## config.mk

```make
export PLATFORM = sky130hd
export DESIGN_NAME = pad_strap_config_store
export DESIGN_NICKNAME = d
export VERILOG_FILES = /design/src/pad_strap_config_store.v /design/src/setting_decoder.v
export VERILOG_INCLUDE_DIRS = /design/src /design/src/src
export SDC_FILE = /design/constraint.sdc
export NUM_CORES = 1
export LEC_CHECK = 0
export BUFFER_PORTS_ARGS = -buffer_cell sky130_fd_sc_hd__buf_4
export CORE_ASPECT_RATIO = 0.75
export CORE_MARGIN = 4
export CORE_UTILIZATION = 61
export CTS_BUF_LIST = sky130_fd_sc_hd__clkbuf_16
export DETAILED_ROUTE_END_ITERATION = 7
export PLACE_DENSITY = 0.86
export SYNTH_ARGS = -nofsm -noshare
export SYNTH_HDL_FRONTEND = slang
export SYNTH_SLANG_ARGS = --single-unit
```

## constraint.sdc

```tcl
create_clock -name clk -period 5.5 [get_ports clk]
set_input_delay 0.825 -clock clk [delete_from_list [all_inputs] [get_ports clk]]
set_output_delay 0.825 -clock clk [all_outputs]
set_load 0.02 [all_outputs]
```

## src/pad_strap_map.vh

```
/*
 * Constants for the pad strap configuration store: pad level codes,
 * setting encodings, defaults, timing and register map.
 * Assumes a 200 MHz clock; included by bare name.
 */
`ifndef PAD_STRAP_MAP_VH
`define PAD_STRAP_MAP_VH

// Clock rate and store hold time
`define CLK_HZ 200000000
`define STORE_HOLD_MS 1000
`define STORE_HOLD_CYCLES (`CLK_HZ / 1000 * `STORE_HOLD_MS)

// Decoded level pad codes
`define LVL_GND 3'h0
`define LVL_2K7 3'h1
`define LVL_6K8 3'h2
`define LVL_15K 3'h3
`define LVL_39K 3'h4

// Sensitivity codes
`define SENS_MIN 3'h0
`define SENS_LOW 3'h1
`define SENS_MED 3'h2
`define SENS_HIGH 3'h3
`define SENS_MAX 3'h4

// Dwell codes, in order of length
`define DWELL_0S2 4'h0
`define DWELL_1S 4'h1
`define DWELL_2S 4'h2
`define DWELL_5S 4'h3
`define DWELL_10S 4'h4
`define DWELL_30S 4'h5
`define DWELL_1M 4'h6
`define DWELL_2M 4'h7
`define DWELL_5M 4'h8
`define DWELL_10M 4'h9

// Output modes
`define MODE_RETRIG 1'h0
`define MODE_SINGLE 1'h1

// Register byte offsets
`define REG_SETTINGS 12'h000
`define REG_STATUS 12'h004
`define REG_STORES 12'h008

// Settings register field positions
`define SET_SENS_LSB 0
`define SET_DWELL_LSB 4
`define SET_MODE_BIT 8

`endif

```

## src/pad_strap_config_store.v

```verilog
/*
 * Pad strap configuration store: times the store pad, decodes the select
 * and level pads on release, and keeps sensitivity, dwell and mode in a
 * retained store. Also drives the logic and relay sink outputs, with an
 * APB slave for readback and software stores.
 * Assumes pad inputs are already synchronous and debounced, the level
 * pad arrives as a decoded code, and the retained store is a power-domain
 * register cell whose contents survive loss of supply (nv_* inputs load it).
 */
`timescale 1ns/1ps
`include "pad_strap_map.vh"

// What this block does
// RULE1: Commit selection after one second hold, release
// RULE2: Settings persist, change only on store
// RULE3: Each store updates only selected function
// RULE4: Open selects set sensitivity from level
// RULE5: Pad a grounded sets short dwell
// RULE6: Pad b grounded sets long dwell
// RULE7: Both grounded set output mode
// RULE8: All grounded restores every default
// RULE9: Programmer powers module before storing
// RULE10: Programmer follows select, level, store order
// RULE11: Programmer removes straps after programming
// RULE12: Logic output high on motion
// RULE13: Relay sink output inverts logic output
// RULE14: Level code sampled with selects on store
// RULE15: Short hold or undefined pads change nothing
module pad_strap_config_store #(
	parameter HOLD_CYCLES = `STORE_HOLD_CYCLES // Store pad hold time in cycles
) (
	input wire clk, // 200 MHz clock
	input wire reset_n, // Asynchronous reset, active low
	input wire select_pad_a_n, // Select pad a, low when grounded
	input wire select_pad_b_n, // Select pad b, low when grounded
	input wire [2:0] level_resistor_pad, // Decoded level pad code
	input wire store_pad_n, // Store pad, low when grounded
	input wire nv_valid, // Retained store holds valid contents
	input wire [2:0] nv_sens, // Retained sensitivity
	input wire [3:0] nv_dwell, // Retained dwell
	input wire nv_mode, // Retained mode
	input wire motion, // Motion present, from detector
	input wire psel, // APB select
	input wire penable, // APB enable
	input wire pwrite, // APB write
	input wire [11:0] paddr, // APB byte address
	input wire [31:0] pwdata, // APB write data
	output reg [31:0] prdata, // APB read data
	output reg pready, // APB ready
	output reg pslverr, // APB error
	output reg [2:0] sensitivity, // Stored sensitivity
	output reg [3:0] dwell, // Stored dwell code
	output reg mode, // Stored output mode
	output reg nv_write, // Pulse: write retained store
	output reg logic_output, // High on motion
	output reg relay_sink_output // Low (sinking) on motion
);

	localparam ST_IDLE = 2'h0;
	localparam ST_HOLD = 2'h1;
	localparam ST_ARMED = 2'h2;
	localparam ST_LOAD = 2'h3;
	localparam CW = 32;
	// Last count of the hold, held at the counter's own width
	localparam [CW-1:0] HOLD_LAST = HOLD_CYCLES - 1;

	reg [1:0] state;
	reg [CW-1:0] hold_count;
	reg [2:0] lvl_q;
	reg sel_a_q;
	reg sel_b_q;
	reg store_req;
	reg sw_store;
	reg [2:0] sw_level;
	reg [1:0] sw_sel;
	reg [15:0] store_count;
	reg [15:0] abort_count;
	wire wr_sens;
	wire wr_dwell;
	wire wr_mode;
	wire [2:0] dec_sens;
	wire [3:0] dec_dwell;
	wire dec_mode;
	wire apb_access;
	wire apb_write;
	wire hold_done;

	// Saturating counter increment
	function [15:0] sat_inc;
		input [15:0] v;
		begin
			sat_inc = (v == 16'hffff) ? v : v + 16'h0001;
		end
	endfunction

	assign hold_done = (hold_count >= HOLD_LAST);
	assign apb_access = psel & penable & pready;
	assign apb_write = apb_access & pwrite;

	// Decoder for the latched pad combination
	setting_decoder u_dec (
		.sel_a(sel_a_q),
		.sel_b(sel_b_q),
		.level(lvl_q),
		.wr_sens(wr_sens),
		.wr_dwell(wr_dwell),
		.wr_mode(wr_mode),
		.sens(dec_sens),
		.dwell(dec_dwell),
		.mode(dec_mode)
	);

	// Store pad timing; pads captured at release
	always @(posedge clk or negedge reset_n) begin
		if (!reset_n) begin
			state <= ST_LOAD;
			hold_count <= 32'h0000_0000;
			lvl_q <= `LVL_GND;
			sel_a_q <= 1'b0;
			sel_b_q <= 1'b0;
			store_req <= 1'b0;
			abort_count <= 16'h0000;
		end else begin
			store_req <= 1'b0;
			case (state)
			ST_LOAD: begin
				state <= ST_IDLE;
			end
			ST_IDLE: begin
				hold_count <= 32'h0000_0000;
				if (sw_store) begin
					sel_a_q <= sw_sel[0];
					sel_b_q <= sw_sel[1];
					lvl_q <= sw_level;
					store_req <= 1'b1;
				end else if (!store_pad_n) begin
					state <= ST_HOLD;
				end
			end
			ST_HOLD: begin
				if (store_pad_n) begin
					state <= ST_IDLE; // see RULE15
					abort_count <= sat_inc(abort_count);
				end else if (hold_done) begin
					state <= ST_ARMED; // see RULE1
				end else begin
					hold_count <= hold_count + 32'h0000_0001;
				end
			end
			default: begin
				// Held long enough; commit on opening
				if (store_pad_n) begin
					sel_a_q <= ~select_pad_a_n; // see RULE14
					sel_b_q <= ~select_pad_b_n;
					lvl_q <= level_resistor_pad;
					store_req <= 1'b1; // see RULE1
					state <= ST_IDLE;
				end
			end
			endcase
		end
	end

	// Settings: loaded from retained store, then only by stores
	always @(posedge clk or negedge reset_n) begin
		if (!reset_n) begin
			sensitivity <= `SENS_MED;
			dwell <= `DWELL_1S;
			mode <= `MODE_RETRIG;
			nv_write <= 1'b0;
			store_count <= 16'h0000;
		end else begin
			nv_write <= 1'b0;
			if (state == ST_LOAD && nv_valid) begin
				sensitivity <= nv_sens; // see RULE2
				dwell <= nv_dwell;
				mode <= nv_mode;
			end else if (store_req && (wr_sens | wr_dwell | wr_mode)) begin
				// Only the selected function moves
				if (wr_sens)
					sensitivity <= dec_sens; // see RULE3
				if (wr_dwell)
					dwell <= dec_dwell; // see RULE3
				if (wr_mode)
					mode <= dec_mode; // see RULE3
				nv_write <= 1'b1; // see RULE2
				store_count <= sat_inc(store_count);
			end
		end
	end

	// Output drivers
	always @(posedge clk or negedge reset_n) begin
		if (!reset_n) begin
			logic_output <= 1'b0;
			relay_sink_output <= 1'b1;
		end else begin
			logic_output <= motion; // see RULE12
			relay_sink_output <= ~motion; // see RULE13
		end
	end

	// APB slave: one wait state, error on unmapped address
	always @(posedge clk or negedge reset_n) begin
		if (!reset_n) begin
			pready <= 1'b0;
			pslverr <= 1'b0;
			prdata <= 32'h0000_0000;
			sw_store <= 1'b0;
			sw_level <= `LVL_GND;
			sw_sel <= 2'h0;
		end else begin
			pready <= psel & penable & ~pready;
			pslverr <= 1'b0;
			if (state == ST_IDLE)
				sw_store <= 1'b0;
			if (psel & penable & ~pready) begin
				prdata <= 32'h0000_0000;
				if (paddr == `REG_SETTINGS) begin
					prdata <= {23'h000000, mode, dwell, 1'b0, sensitivity};
				end else if (paddr == `REG_STATUS) begin
					prdata <= {28'h0000000, store_pad_n, sw_store, state};
				end else if (paddr == `REG_STORES) begin
					prdata <= {abort_count, store_count};
				end else begin
					pslverr <= 1'b1;
				end
			end
			if (apb_write && paddr == `REG_STATUS && !sw_store) begin
				// Software store: bits 2:0 level, 5:4 selects (b,a)
				sw_level <= pwdata[2:0];
				sw_sel <= pwdata[5:4];
				sw_store <= pwdata[8];
			end
		end
	end

endmodule // pad_strap_config_store

```

## src/setting_decoder.v

```verilog
/*
 * Decodes the select pads and level code into one setting update.
 * Purely combinational; pads are active high when grounded.
 */
`timescale 1ns/1ps
`include "pad_strap_map.vh"

module setting_decoder (
	input wire sel_a, // Select pad a grounded
	input wire sel_b, // Select pad b grounded
	input wire [2:0] level, // Level pad code
	output reg wr_sens, // Update sensitivity
	output reg wr_dwell, // Update dwell
	output reg wr_mode, // Update mode
	output reg [2:0] sens, // New sensitivity
	output reg [3:0] dwell, // New dwell
	output reg mode // New mode
);

	// Table lookup of the pad combination
	always @* begin
		wr_sens = 1'b0;
		wr_dwell = 1'b0;
		wr_mode = 1'b0;
		sens = `SENS_MED;
		dwell = `DWELL_1S;
		mode = `MODE_RETRIG;
		case ({sel_a, sel_b})
		2'b00: begin
			wr_sens = (level <= `LVL_39K); // see RULE4
			case (level)
			`LVL_2K7: sens = `SENS_MIN;
			`LVL_6K8: sens = `SENS_LOW;
			`LVL_15K: sens = `SENS_HIGH;
			`LVL_39K: sens = `SENS_MAX;
			default: sens = `SENS_MED;
			endcase
		end
		2'b10: begin
			wr_dwell = (level <= `LVL_39K); // see RULE5
			case (level)
			`LVL_2K7: dwell = `DWELL_0S2;
			`LVL_6K8: dwell = `DWELL_2S;
			`LVL_15K: dwell = `DWELL_5S;
			`LVL_39K: dwell = `DWELL_10S;
			default: dwell = `DWELL_1S;
			endcase
		end
		2'b01: begin
			wr_dwell = (level <= `LVL_39K); // see RULE6
			case (level)
			`LVL_2K7: dwell = `DWELL_1M;
			`LVL_6K8: dwell = `DWELL_2M;
			`LVL_15K: dwell = `DWELL_5M;
			`LVL_39K: dwell = `DWELL_10M;
			default: dwell = `DWELL_30S;
			endcase
		end
		default: begin
			// Ground restores all; 15k and 39k undefined
			if (level == `LVL_GND) begin // see RULE8
				wr_sens = 1'b1;
				wr_dwell = 1'b1;
				wr_mode = 1'b1;
			end else if (level == `LVL_2K7) begin // see RULE7
				wr_mode = 1'b1;
			end else if (level == `LVL_6K8) begin // see RULE7
				wr_mode = 1'b1;
				mode = `MODE_SINGLE;
			end
		end
		endcase
	end

endmodule // setting_decoder

```

==> key figures, run 1 <==
Pwr
  • Clk pwr share: around 39%
  • Net Sw Frac: 33.8%
  • PwrDens: between 300 and 400 mW/mm2
  • Sequential power share: 41.1%
  • Combinational share of power: about a fifth
  • Worst VDD drop: 253 uV
  • Switching Power: 997 uW
  • Leak: 0.00349 uW
  • Pint: 1960 uW

Synthesis
  • Asr flop ratio synth: 100%
  • Top_reg_cell synth: dfrtp_1
  • Post-synth EDFFs: 0
  • Simple-Gate Fraction of Synth Area: 27.4%
  • Mapped Nets: 747
  • Number of synthesized register bits: 123
  • Mux share of post-synthesis cell area: between 2 and 2.5%
  • Adder-Cell Fraction of Synth Area: 1.39%
  • Post-synthesis sequential area ratio: between 40% and 50%
  • Synth Instances: 675
  • Average cell area after synthesis: just over 9 um2
  • Largest family of logic cells by synthesized area: simple AND/OR/NAND/NOR gates
  • Post-synthesis xor/xnor area fraction: 3.91%
  • Synth Cell Area: 0.00628 mm2
  • Ys Warns: 0
  • Complex-gate fraction of the synthesized area: about an eighth
  • Synth cell types: 61

Floorplanning
  • Initial Util: 63.7%
  • Die width: around 130 um
  • DIE AREA: roughly 0.012 mm2
  • Ports: 110
  • Core area: ~0.0099 mm2
  • Die Ht: 95.9 um
  • # rows: 31

Critical path
  • Crit path launch type: register
  • Worst EP arrival: 3.17 ns
  • Critical Path Source: hold_count[13]
  • FF-to-FF Start: hold_count[13]
  • Critical path class: register to register
  • Worst-path fanout max: 12
  • CP required: between 5 and 6 ns
  • Worst path cell trace: or4_1, a311o_1, a32oi_1, a31oi_1, a41o_1
  • Delay of the slowest critical-path stage: ~0.94 ns
  • Worst path slowest cell: a32oi_1
  • Crit end category: register

Clock network
  • Clock Sinks: 123
  • Postcts setup bufs: 0
  • CTS resizes: 0
  • CTS max path bufs: 2
  • Clk_lat worst skew: 0.41 ns
  • CTS Buf Count: 17
  • Hold_buf cts: 0
  • Root buffer cell: clkbuf_16
  • Htree depth: 4
  • Clock Pin Slew Worst Setup and Hold Paths: approximately 0.060 ns
  • CTS tree: yes

Final layout
  • Area Growth Syn to Fin: 20.4%
  • Finished Cell Area: 0.00756 mm2
  • Final layout net count: 817
  • Reg area: around 0.0031 mm2
  • Share of layout cells above drive strength 1: 19.3%
  • Fillcell total: 655
  • N_diodes: 0
  • Multi-input combinational cell area: 0.00301 mm2

Global routing
  • Vias in the first global route: 5472
  • Largest net degree at the start of global routing: 69
  • First-pass GRT wire length: roughly 28000 um
  • Initial antenna violation count: 0
  • GRT Total Usage: about 29%
  • Grt ovf: 0

Detailed routing
  • Routed wire length: 16900 um
  • Vias/cell: 6.45
  • Post-detailed-route wirelength per cell: roughly 19 um
  • Drt initial violations: 745
  • DR vias: 5744
  • Final antenna-violating net count: 0
  • Initial DRT Pass Iterations: 6
  • Drt drc: 0

Place
  • Final HPWL DP: 11200 um
  • Pre-CTS WS: 2.36 ns
  • Routability Congestion: 0.919
  • Cell Area, Placed: 0.00696 mm2
  • Port-buffer cells: 83

STA
  • Post-Route Setup TNS: 0 ns
  • Clk_skew: 0.0114 ns
  • Worst Max-Slew Pin Slew: 1.15 ns
  • Setup-failing EPs final: 0
  • Max Clk Rate: 347 MHz
  • Final Hold Vio Count: 0
  • Max-Slew Margin vs Limit: a little under a quarter
  • Max Slew Vio Count: 0
  • Tcrit/Tclk final: 52.4%
  • RSZ-0062 raised after global routing: no
  • Period minus WS final: 2.88 ns
  • Post-route setup slack: between 2 and 3 ns

Run
  • Max Cap Violations: 0

Min path
  • Hold Path Origin: prdata[24]
  • Min-delay worst type: register to register

Outcome
  • Outcome: finished, final reports clean
[cells by family after synthesis]
logic type / after synthesis
simple gates: 333
flops: 123
compound gates: 122
buf+inv: 48
xor+xnor: 28
mux: 14
fa+ha+maj: 7
[cells in the final DEF (no fill, tap or decap), types with 6 or more instances in the layout]
cell type  count
nand2_1      119
a31oi_1       12
clkbuf_16     17
and2_1         9
inv_6          6
o211ai_1      13
nor2_1        32
dfrtp_1      118
a22oi_1        8
mux2_2         7
or4_1          9
nand3_1       46
xnor2_1       26
o21ai_0       24
mux2i_1        7
and3_1        15
a21oi_1       28
o31ai_1       11
nand2b_1      14
nor3_1         8
inv_1         13
and4_1         8
ha_1           7
buf_4         86
nor4_1         8
nand4_1       27
[final cells by class]
cell class | instances | area share, %
Clock buffer | 17 | 5.63
Clock inverter | 15 | 2.33
Inverter | 13 | 0.646
Multi-Input combinational cell | 504 | 39.9
Sequential cell | 123 | 40.8
Tap cell | 132 | 2.19
Timing Repair Buffer | 86 | 8.54
[final timing paths]
path,endpoint,slack [ns],cells past startpoint
setup / recovery,hold_count[20],2.62,5
hold / removal,prdata[24],0.47,2
setup reg to reg,hold_count[20],2.62,5
hold reg to reg,prdata[24],0.47,2
max in group asynchronous,hold_count[24],3.69,2
min in group asynchronous,hold_count[21],0.48,1
[layer usage]
layer / up-vias / global-route usage (%) / routed length (um)
met4: 0 / 12.5 / 474
met3: 50 / 7.21 / 1400
met5: - / 0 / 0
met1: 2782 / 40.5 / 7290
met2: 306 / 43.1 / 7760
li1: 2606 / - / -
[power groups by stage]
stage / Sequential, uW / Combinational [uW] / Clock (uW)
floorplan: 1150 / 417 / 0
global placement: 1210 / 550 / 0
detailed placement: 1220 / 584 / 0
CTS: 1210 / 598 / 1150
global route: 1230 / 659 / 1190
finish: 1210 / 602 / 1140
[per-stage QoR]
| step | std cells | hold slack, ns | total power, uW | util [%] |
|---|---|---|---|---|
| after floorplan | 675 | 0.454 | 1570 | - |
| after global placement | 858 | 0.454 | 1760 | 70.6 |
| after detailed placement | 858 | 0.460 | 1800 | 70.6 |
| after CTS | 890 | 0.474 | 2950 | 76.7 |
| after global routing | 890 | 0.491 | 3080 | 76.7 |
| final | 890 | 0.467 | 2950 | 76.7 |
[registers in the layout (all words and copies together) (netlist names), 3 cells and up]
register and cells:
hold_count 32, prdata 32, abort_count 16, store_count 16, dwell 4, lvl_q 3
sensitivity 3, sw_level 3
[worst max-delay path, delay by kind of cell, from the launching register on]
| kind | cells | cell delay [ns] |
|---|---|---|
| AND/OR/NAND/NOR | 1 | 0.53 |
| flip-flops | 1 | 0.44 |
| AO/OA/AOI/OAI | 4 | 1.79 |
[cells in the mapped netlist, types with 2 or more instances]
library cell	n	area (um2)
nor4b_1	2	17.5
nor3b_1	3	22.5
dfstp_2	5	131
and2_1	9	56.3
and4b_1	2	20.0
nor4_1	8	50.1
o311ai_0	3	26.3
or4_1	9	67.6
and3_1	15	93.8
mux2_2	7	78.8
a41o_1	4	40.0
nor3_1	8	40.0
or3_2	2	15.0
a32oi_1	2	17.5
clkbuf_1	33	124
xor2_1	2	17.5
nand2_1	119	447
nand2b_1	14	87.6
a31o_2	2	17.5
nand4b_1	3	26.3
mux2i_1	7	70.1
nand3_1	46	230
and4_1	8	70.1
dfrtp_1	118	2950
o211ai_1	13	97.6
o21ai_0	24	120
nor2b_1	4	25.0
or3_1	5	31.3
or3b_2	4	35.0
a21oi_1	28	140
inv_1	13	48.8
xnor2_1	26	228
o31ai_1	11	82.6
or2_2	4	25.0
nand4_1	27	169
ha_1	7	87.6
a22oi_1	8	60.1
nor2_1	32	120
a31oi_1	12	75.1
nand3b_1	5	37.5
Note: power is estimated with default switching activity, not from simulation.
==> run 2: changes to the inputs <==
Settings changed: CORE_UTILIZATION 61 to 51, PLACE_DENSITY 0.86 to 0.77.
Clock period 5.5 ns to 2.35 ns, I/O delays scaled along.
==> run 2 against run 1 <==
Compared with the run above:
- the run now ends with setup timing left
- cell count increased by 8.7%
- sequential share of layout area down 2.4 points
- wire length barely moved
- largest power group is now clock
- worst hold slack lost 0.42 ns
- sequential power grew 120%
- core utilization is 8.9 points lower
- critical endpoint is now hold_count[16]
==> key figures, run 2 (synthesized netlist as in run 1, its figures left out) <==
Outcome
  • Outcome: complete, but fails checks
  • Failing checks: setup timing

Final layout
  • Commonest non-fill, non-tap cell in the layout: buf_4
  • Fillcell total: 929 (+42%)
  • Area Growth Syn to Fin: 27.7%
  • Core Util, Final: 67.8% (-8.9 points)
  • Share of layout cells above drive strength 1: 24.8% (+5.6 points)
  • Finished Cell Area: 0.00802 mm2 (+6.1%)
  • Final layout net count: 865 (+5.9%)
  • N_diodes: 0 (unchanged)
  • Top Registers: hold_count (32), prdata (32)
  • Most frequent cells in the layout: buf_4, nand2_1, dfrtp_1

Detailed routing
  • Post-detailed-route wirelength per cell: 17.5 um (-8.0%)
  • Routed wire length: 16900 um (about the same)
  • Drt drc: 0 (unchanged)
  • Vias/cell: 5.97 (-7.6%)
  • Initial DRT Pass Iterations: 6 (unchanged)
  • Drt initial violations: 536 (-28%)
  • DR vias: 5769 (+0.44%)
  • Final antenna-violating net count: 0 (unchanged)

Clock network
  • Root buffer cell: clkbuf_16
  • Clk_lat worst skew: 0.42 ns (about the same)
  • Clock Sinks: 123 (unchanged)
  • Htree depth: 4 (unchanged)
  • CTS Buf Count: 17 (unchanged)
  • CTS max path bufs: 2 (unchanged)
  • CTS tree: yes
  • Clock Pin Slew Worst Setup and Hold Paths: 0.06 ns (about the same)

Place
  • Final HPWL DP: 11900 um (+5.8%)
  • Cell Area, Placed: 0.00733 mm2 (+5.5%)
  • Pre-CTS WS: -0.156 ns (-2.52 ns)
  • Routability Congestion: 0.930 (+1.1%)
  • Port-buffer cells: 83 (unchanged)

Global routing
  • Initial antenna violation count: 0 (unchanged)
  • Largest net degree at the start of global routing: 55 (-20%)
  • Vias in the first global route: 5655 (+3.3%)
  • GRT Total Usage: 24.4% (-4.5 points)
  • First-pass GRT wire length: 27800 um (+0.87%)
  • Grt ovf: 0 (unchanged)

Pwr
  • Net Sw Frac: 32.5% (-1.3 points)
  • Switching Power: 2290 uW (+130%)
  • PwrDens: 879 mW/mm2 (+120%)
  • Tot Pwr: 7050 uW (+140%)
  • Sequential power share: 38.4% (-2.7 points)
  • Leak: 0.00376 uW (+8.0%)
  • Clk pwr share: 38.5% (about the same)
  • Worst VDD drop: 663 uV (+160%)
  • Combinational share of power: 23.1% (+2.7 points)
  • Pint: 4760 uW (+140%)

Critical path
  • Reg2Reg Depth: 5 (unchanged)
  • Most used cell, CP: or4_1
  • Crit end category: register
  • CP top delay family: simple AND/OR/NAND/NOR gates
  • Crit path launch type: register
  • Worst EP arrival: 2.74 ns (-0.43 ns)
  • CP Depth: 5 (unchanged)
  • Worst path bufs/invs: 0 (unchanged)
  • Worst-path fanout max: 18 (+6)
  • CP required: 2.67 ns (-3.13 ns)
  • Worst path cell trace: or4_1, a311o_1, a32o_2, or4_1, a21oi_1
  • Worst path slowest cell: or4_1
  • Critical path class: register to register
  • Delay of the slowest critical-path stage: 0.53 ns (-0.41 ns)

Floorplanning
  • # rows: 34 (+9.7%)
  • Initial Util: 53.1% (-11 points)
  • Core area: 0.0118 mm2 (+20%)
  • DIE AREA: 0.0142 mm2 (+18%)
  • Die width: 136 um (+8.8%)
  • Ports: 110 (unchanged)
  • Die Ht: 104 um (+8.6%)

STA
  • Post-route setup slack: -0.0702 ns (-2.69 ns)
  • Clk_skew: 0.00931 ns (-0.00210 ns)
  • Worst Max-Slew Pin Slew: 1.28 ns (+0.128 ns)
  • Setup-failing EPs final: 4 (+4)
  • Post-Route Setup TNS: -0.132 ns (-0.132 ns)
  • Max-Slew Margin vs Limit: 14.4% (-8.9 points)
  • RSZ-0062 raised after global routing: yes
  • Max Clk Rate: 413 MHz (+19%)
  • Max Slew Vio Count: 0 (unchanged)
  • Tcrit/Tclk final: 103% (+51 points)
  • Period minus WS final: 2.42 ns (-0.459 ns)
  • Final Hold Vio Count: 0 (unchanged)

Run
  • Max Cap Violations: 0 (unchanged)

Min path
  • Worst hold path stage count: 2 (unchanged)
  • Min-delay worst type: input port to register
run 2: cell types whose count changed in the layout (fill, tap and decap cells not counted), moves of 2 or more:
cell | previous run | this run
nor2_1 | 32 | 30
clkinv_4 | 3 | 1
buf_4 | 86 | 132
nor2_2 | 0 | 2
run 2: per-layer routing:
| metal | global-route usage (%) | vias up | share of wire (%) |
|---|---|---|---|
| met5 | 0 | - | 0 |
| met4 | 9.35 | 0 | 1.9 |
| met3 | 5.08 | 33 | 7.0 |
| met2 | 37.9 | 234 | 47 |
| met1 | 33.5 | 2821 | 44 |
| li1 | - | 2681 | - |
run 2: worst register-to-register path: stages, from the launching register on:
cell and delay [ns]:
dfrtp_1 0.38, or4_1 0.53, a311o_1 0.35, a32o_2 0.38, or4_1 0.52, a21oi_1 0.18
run 2: area by class of cell:
cell class | count | area, um2 | area share [%]
Inverter | 13 | 48.8 | 0.608
Timing Repair Buffer | 134 | 1020 | 12.7
Clock buffer | 17 | 425 | 5.30
Sequential cell | 123 | 3080 | 38.5
Clock inverter | 14 | 184 | 2.29
Tap cell | 162 | 203 | 2.53
Multi-Input combinational cell | 504 | 3050 | 38.1
run 2: metrics by stage:
| step | hold WS, ns | std cells |
|---|---|---|
| 2_1_floorplan | 0.0569 | 675 |
| 3_3_place_gp | 0.382 | 931 |
| 3_5_place_dp | 0.395 | 931 |
| 4_1_cts | 0.0394 | 965 |
| 5_1_grt | 0.0467 | 967 |
| 6_report | 0.0515 | 967 |
run 2: repair_timing:
| item | in CTS | in global routing |
|---|---|---|
| hold buffers | 1 | 0 |
| pin swaps | 4 | 3 |
| hold endpoints to repair | 42 | 0 |
| buffers inserted | 2 | 2 |
| gates resized for setup | 2 | 7 |
| setup endpoints to repair | 15 | 23 |
run 2: worst paths after layout:
check	startpoint	to	slack, ns
min in group asynchronous	reset_n	hold_count[19]	0.49
worst max register to register	hold_count[12]	hold_count[16]	-0.07
worst min register to register	prdata[11]	prdata[11]	0.47
max in group asynchronous	reset_n	state[0]	1.08
worst min-delay path	motion	relay_sink_output	0.05
worst max-delay path	hold_count[12]	hold_count[16]	-0.07
run 2: power by group through the flow:
stage	clock, uW	combinational, uW	sequential (uW)
floorplan	0	977	2700
finish	2710	1630	2700
global route	2840	1800	2740
detailed placement	0	1590	2720
CTS	2750	1610	2690
global placement	0	1500	2700
==> run 3: changes to the inputs <==
Settings changed: CORE_ASPECT_RATIO 0.75 to not set.
Clock period 2.35 ns to 2 ns, I/O delays scaled along.
==> run 3 against run 2 <==
Compared with the run above:
- the flow still finishes with violations (setup timing)
- clock power up 7%
- highest routed layer unchanged
- first-iteration DRC count up 42%
- sequential cell count unchanged
- critical path type unchanged
- global-route usage increased by 0.81 points
- total power rose by 22%
- critical path depth up 1
- via count grew 6.0%
- maximum frequency up 2.7%
- cell area increased by 8.3%
- die area shrank 0.13%
==> key figures, run 3 (synthesized netlist as in run 1, its figures left out) <==
Outcome
  • Outcome: complete, but fails checks
  • Failing checks: setup timing

Global routing
  • Grt ovf: 0 (unchanged)
  • Largest net degree at the start of global routing: 75 (+36%)
  • GRT Total Usage: 25.2% (+0.81 points)
  • First-pass GRT wire length: 29200 um (+4.9%)
  • Initial antenna violation count: 0 (unchanged)
  • Vias in the first global route: 5913 (+4.6%)

Critical path
  • Worst path cell trace: or4_1, a311o_1, a32o_2, buf_4, or4_4, a21oi_2
  • Worst path slowest cell: or4_1
  • Crit path launch type: register
  • CP required: 2.34 ns (-0.33 ns)
  • Delay of the slowest critical-path stage: 0.51 ns (-0.02 ns)
  • Critical Path Source: hold_count[12]
  • Worst-path fanout max: 7 (-11)
  • Critical path class: register to register
  • Crit end category: register
  • Worst EP arrival: 2.70 ns (-0.04 ns)
  • FF-to-FF Start: hold_count[12]

Place
  • Dpl cells: 951 (+2.1%)
  • Final HPWL DP: 11800 um (-0.84%)
  • Port-buffer cells: 83 (unchanged)
  • Routability Congestion: 0.905 (-2.7%)

STA
  • RSZ-0062 raised after global routing: yes
  • Max Clk Rate: 425 MHz (+2.7%)
  • Post-route setup slack: -0.356 ns (-0.285 ns)
  • Max Slew Vio Count: 0 (unchanged)
  • Max-Slew Margin vs Limit: 53.5% (+39 points)
  • Worst Max-Slew Pin Slew: 0.692 ns (-0.587 ns)
  • Hold WS: 0.0903 ns (+0.0388 ns)
  • Period minus WS final: 2.36 ns (-0.0647 ns)
  • Tcrit/Tclk final: 118% (+15 points)
  • Setup-failing EPs final: 30 (+26)
  • Final Hold Vio Count: 0 (unchanged)
  • Clk_skew: 0.00572 ns (-0.00359 ns)

Detailed routing
  • Drt initial violations: 762 (+42%)
  • Post-detailed-route wirelength per cell: 18.5 um (+5.6%)
  • Routed wire length: 18400 um (+8.7%)
  • Drt drc: 0 (unchanged)
  • Final antenna-violating net count: 0 (unchanged)
  • DR vias: 6116 (+6.0%)
  • Vias/cell: 6.14 (+2.9%)
  • Initial DRT Pass Iterations: 6 (unchanged)

Clock network
  • Root buffer cell: clkbuf_16
  • Clock Pin Slew Worst Setup and Hold Paths: 0.05 ns (about the same)
  • CTS max path bufs: 2 (unchanged)
  • Htree depth: 4 (unchanged)
  • Clk_lat worst skew: 0.42 ns (about the same)
  • CTS Buf Count: 17 (unchanged)
  • CTS tree: yes
  • Clock Sinks: 123 (unchanged)

Floorplanning
  • Die width: 119 um (-13%)
  • Ports: 110 (unchanged)
  • Die Ht: 119 um (+14%)
  • # rows: 40 (+18%)
  • Core area: 0.0120 mm2 (+1.6%)
  • DIE AREA: 0.0142 mm2 (-0.13%)
  • Initial Util: 52.3% (-0.82 points)

Final layout
  • Layout Cells excl Fill: 996 (+3.0%)
  • Area Growth Syn to Fin: 38.4%
  • Final layout net count: 909 (+5.1%)
  • N_diodes: 0 (unchanged)
  • Commonest non-fill, non-tap cell in the layout: buf_4
  • Share of layout cells above drive strength 1: 32.6% (+7.8 points)
  • Top Registers: hold_count (32), prdata (32)
  • Most frequent cells in the layout: buf_4, nand2_1, dfrtp_1

Pwr
  • Tot Pwr: 8570 uW (+22%)
  • Leak: 0.00401 uW (+6.6%)
  • Worst VDD drop: 857 uV (+29%)
  • PwrDens: 986 mW/mm2 (+12%)

Min path
  • Min-delay worst type: input port to register
  • Hold Path Origin: nv_dwell[0]

Run
  • Max Cap Violations: 0 (unchanged)
## run 3: changes by cell type in the layout (fill, tap and decap cells not counted), moves of 4 or more
cell,delta
buf_4,+26
buf_6,+12
a21oi_1,-10
a21oi_2,+10
inv_6,-6
clkinv_1,+5
o21ai_0,-5
nand3_1,-4
## run 3: final timing paths
kind                                endpoint  slack (ns)  cells past startpoint
min in group asynchronous          prdata[8]        0.42                      3
hold / removal                      dwell[0]        0.09                      3
setup reg to reg              hold_count[10]       -0.36                      6
max in group asynchronous  relay_sink_output        1.18                      3
hold reg to reg                   prdata[22]        0.47                      2
setup / recovery              hold_count[10]       -0.36                      6
## run 3: area by class of cell
cell class | count | area, um2
multi-input cells | 505 | 3370
fillers | 856 | 3320
flip-flops and latches | 123 | 3080
repair buffers | 177 | 1450
clock buffers | 17 | 425
well taps | 147 | 184
clock inverters | 14 | 130
inverters | 13 | 48.8
## run 3: per-layer routing
metal	global-route usage [%]	part of all wire (%)	wire [um]
met4	8.76	2.6	473
met1	32.7	42	7640
met5	0	0	0
met3	5.70	6.0	1100
met2	41.7	50	9170
## run 3: worst max-delay path, delay by kind of cell, from the launching register on
kind                   cells  cell delay, ns
AO/OA/AOI/OAI              3            0.83
buffers and inverters      1            0.14
flip-flops                 1            0.37
AND/OR/NAND/NOR            2            0.93
## run 3: through the flow
| step | cell area [um2] | worst slack (ns) | utilization, % | setup TNS (ns) |
|---|---|---|---|---|
| after floorplan | 6320 | -0.277 | - | -3.46 |
| after global placement | 7640 | -0.242 | 63.6 | -4.68 |
| after detailed placement | 7640 | -0.281 | 63.6 | -6.80 |
| after CTS | 8390 | -0.301 | 69.9 | -6.50 |
| after global routing | 8690 | -0.448 | 72.3 | -11.56 |
| final | 8690 | -0.356 | 72.3 | -8.50 |
## run 3: where the power goes
part	total, uW	internal (uW)	leakage, uW	switching (uW)
logic	2550	1130	0.00209	1420
registers	3120	2800	0.00165	323
clock network	2900	1800	0.000266	1090
total	8570	5730	0.00401	2840
## run 3: repair_timing
item / in CTS / in global routing
gates resized for setup: 28 / 53
pin swaps: 28 / 24
cloned: 3 / 0
hold buffers: 2 / 0
endpoints found under the setup margin: 48 / 51
setup buffers: 5 / 4
endpoints found under the hold margin: 120 / 0
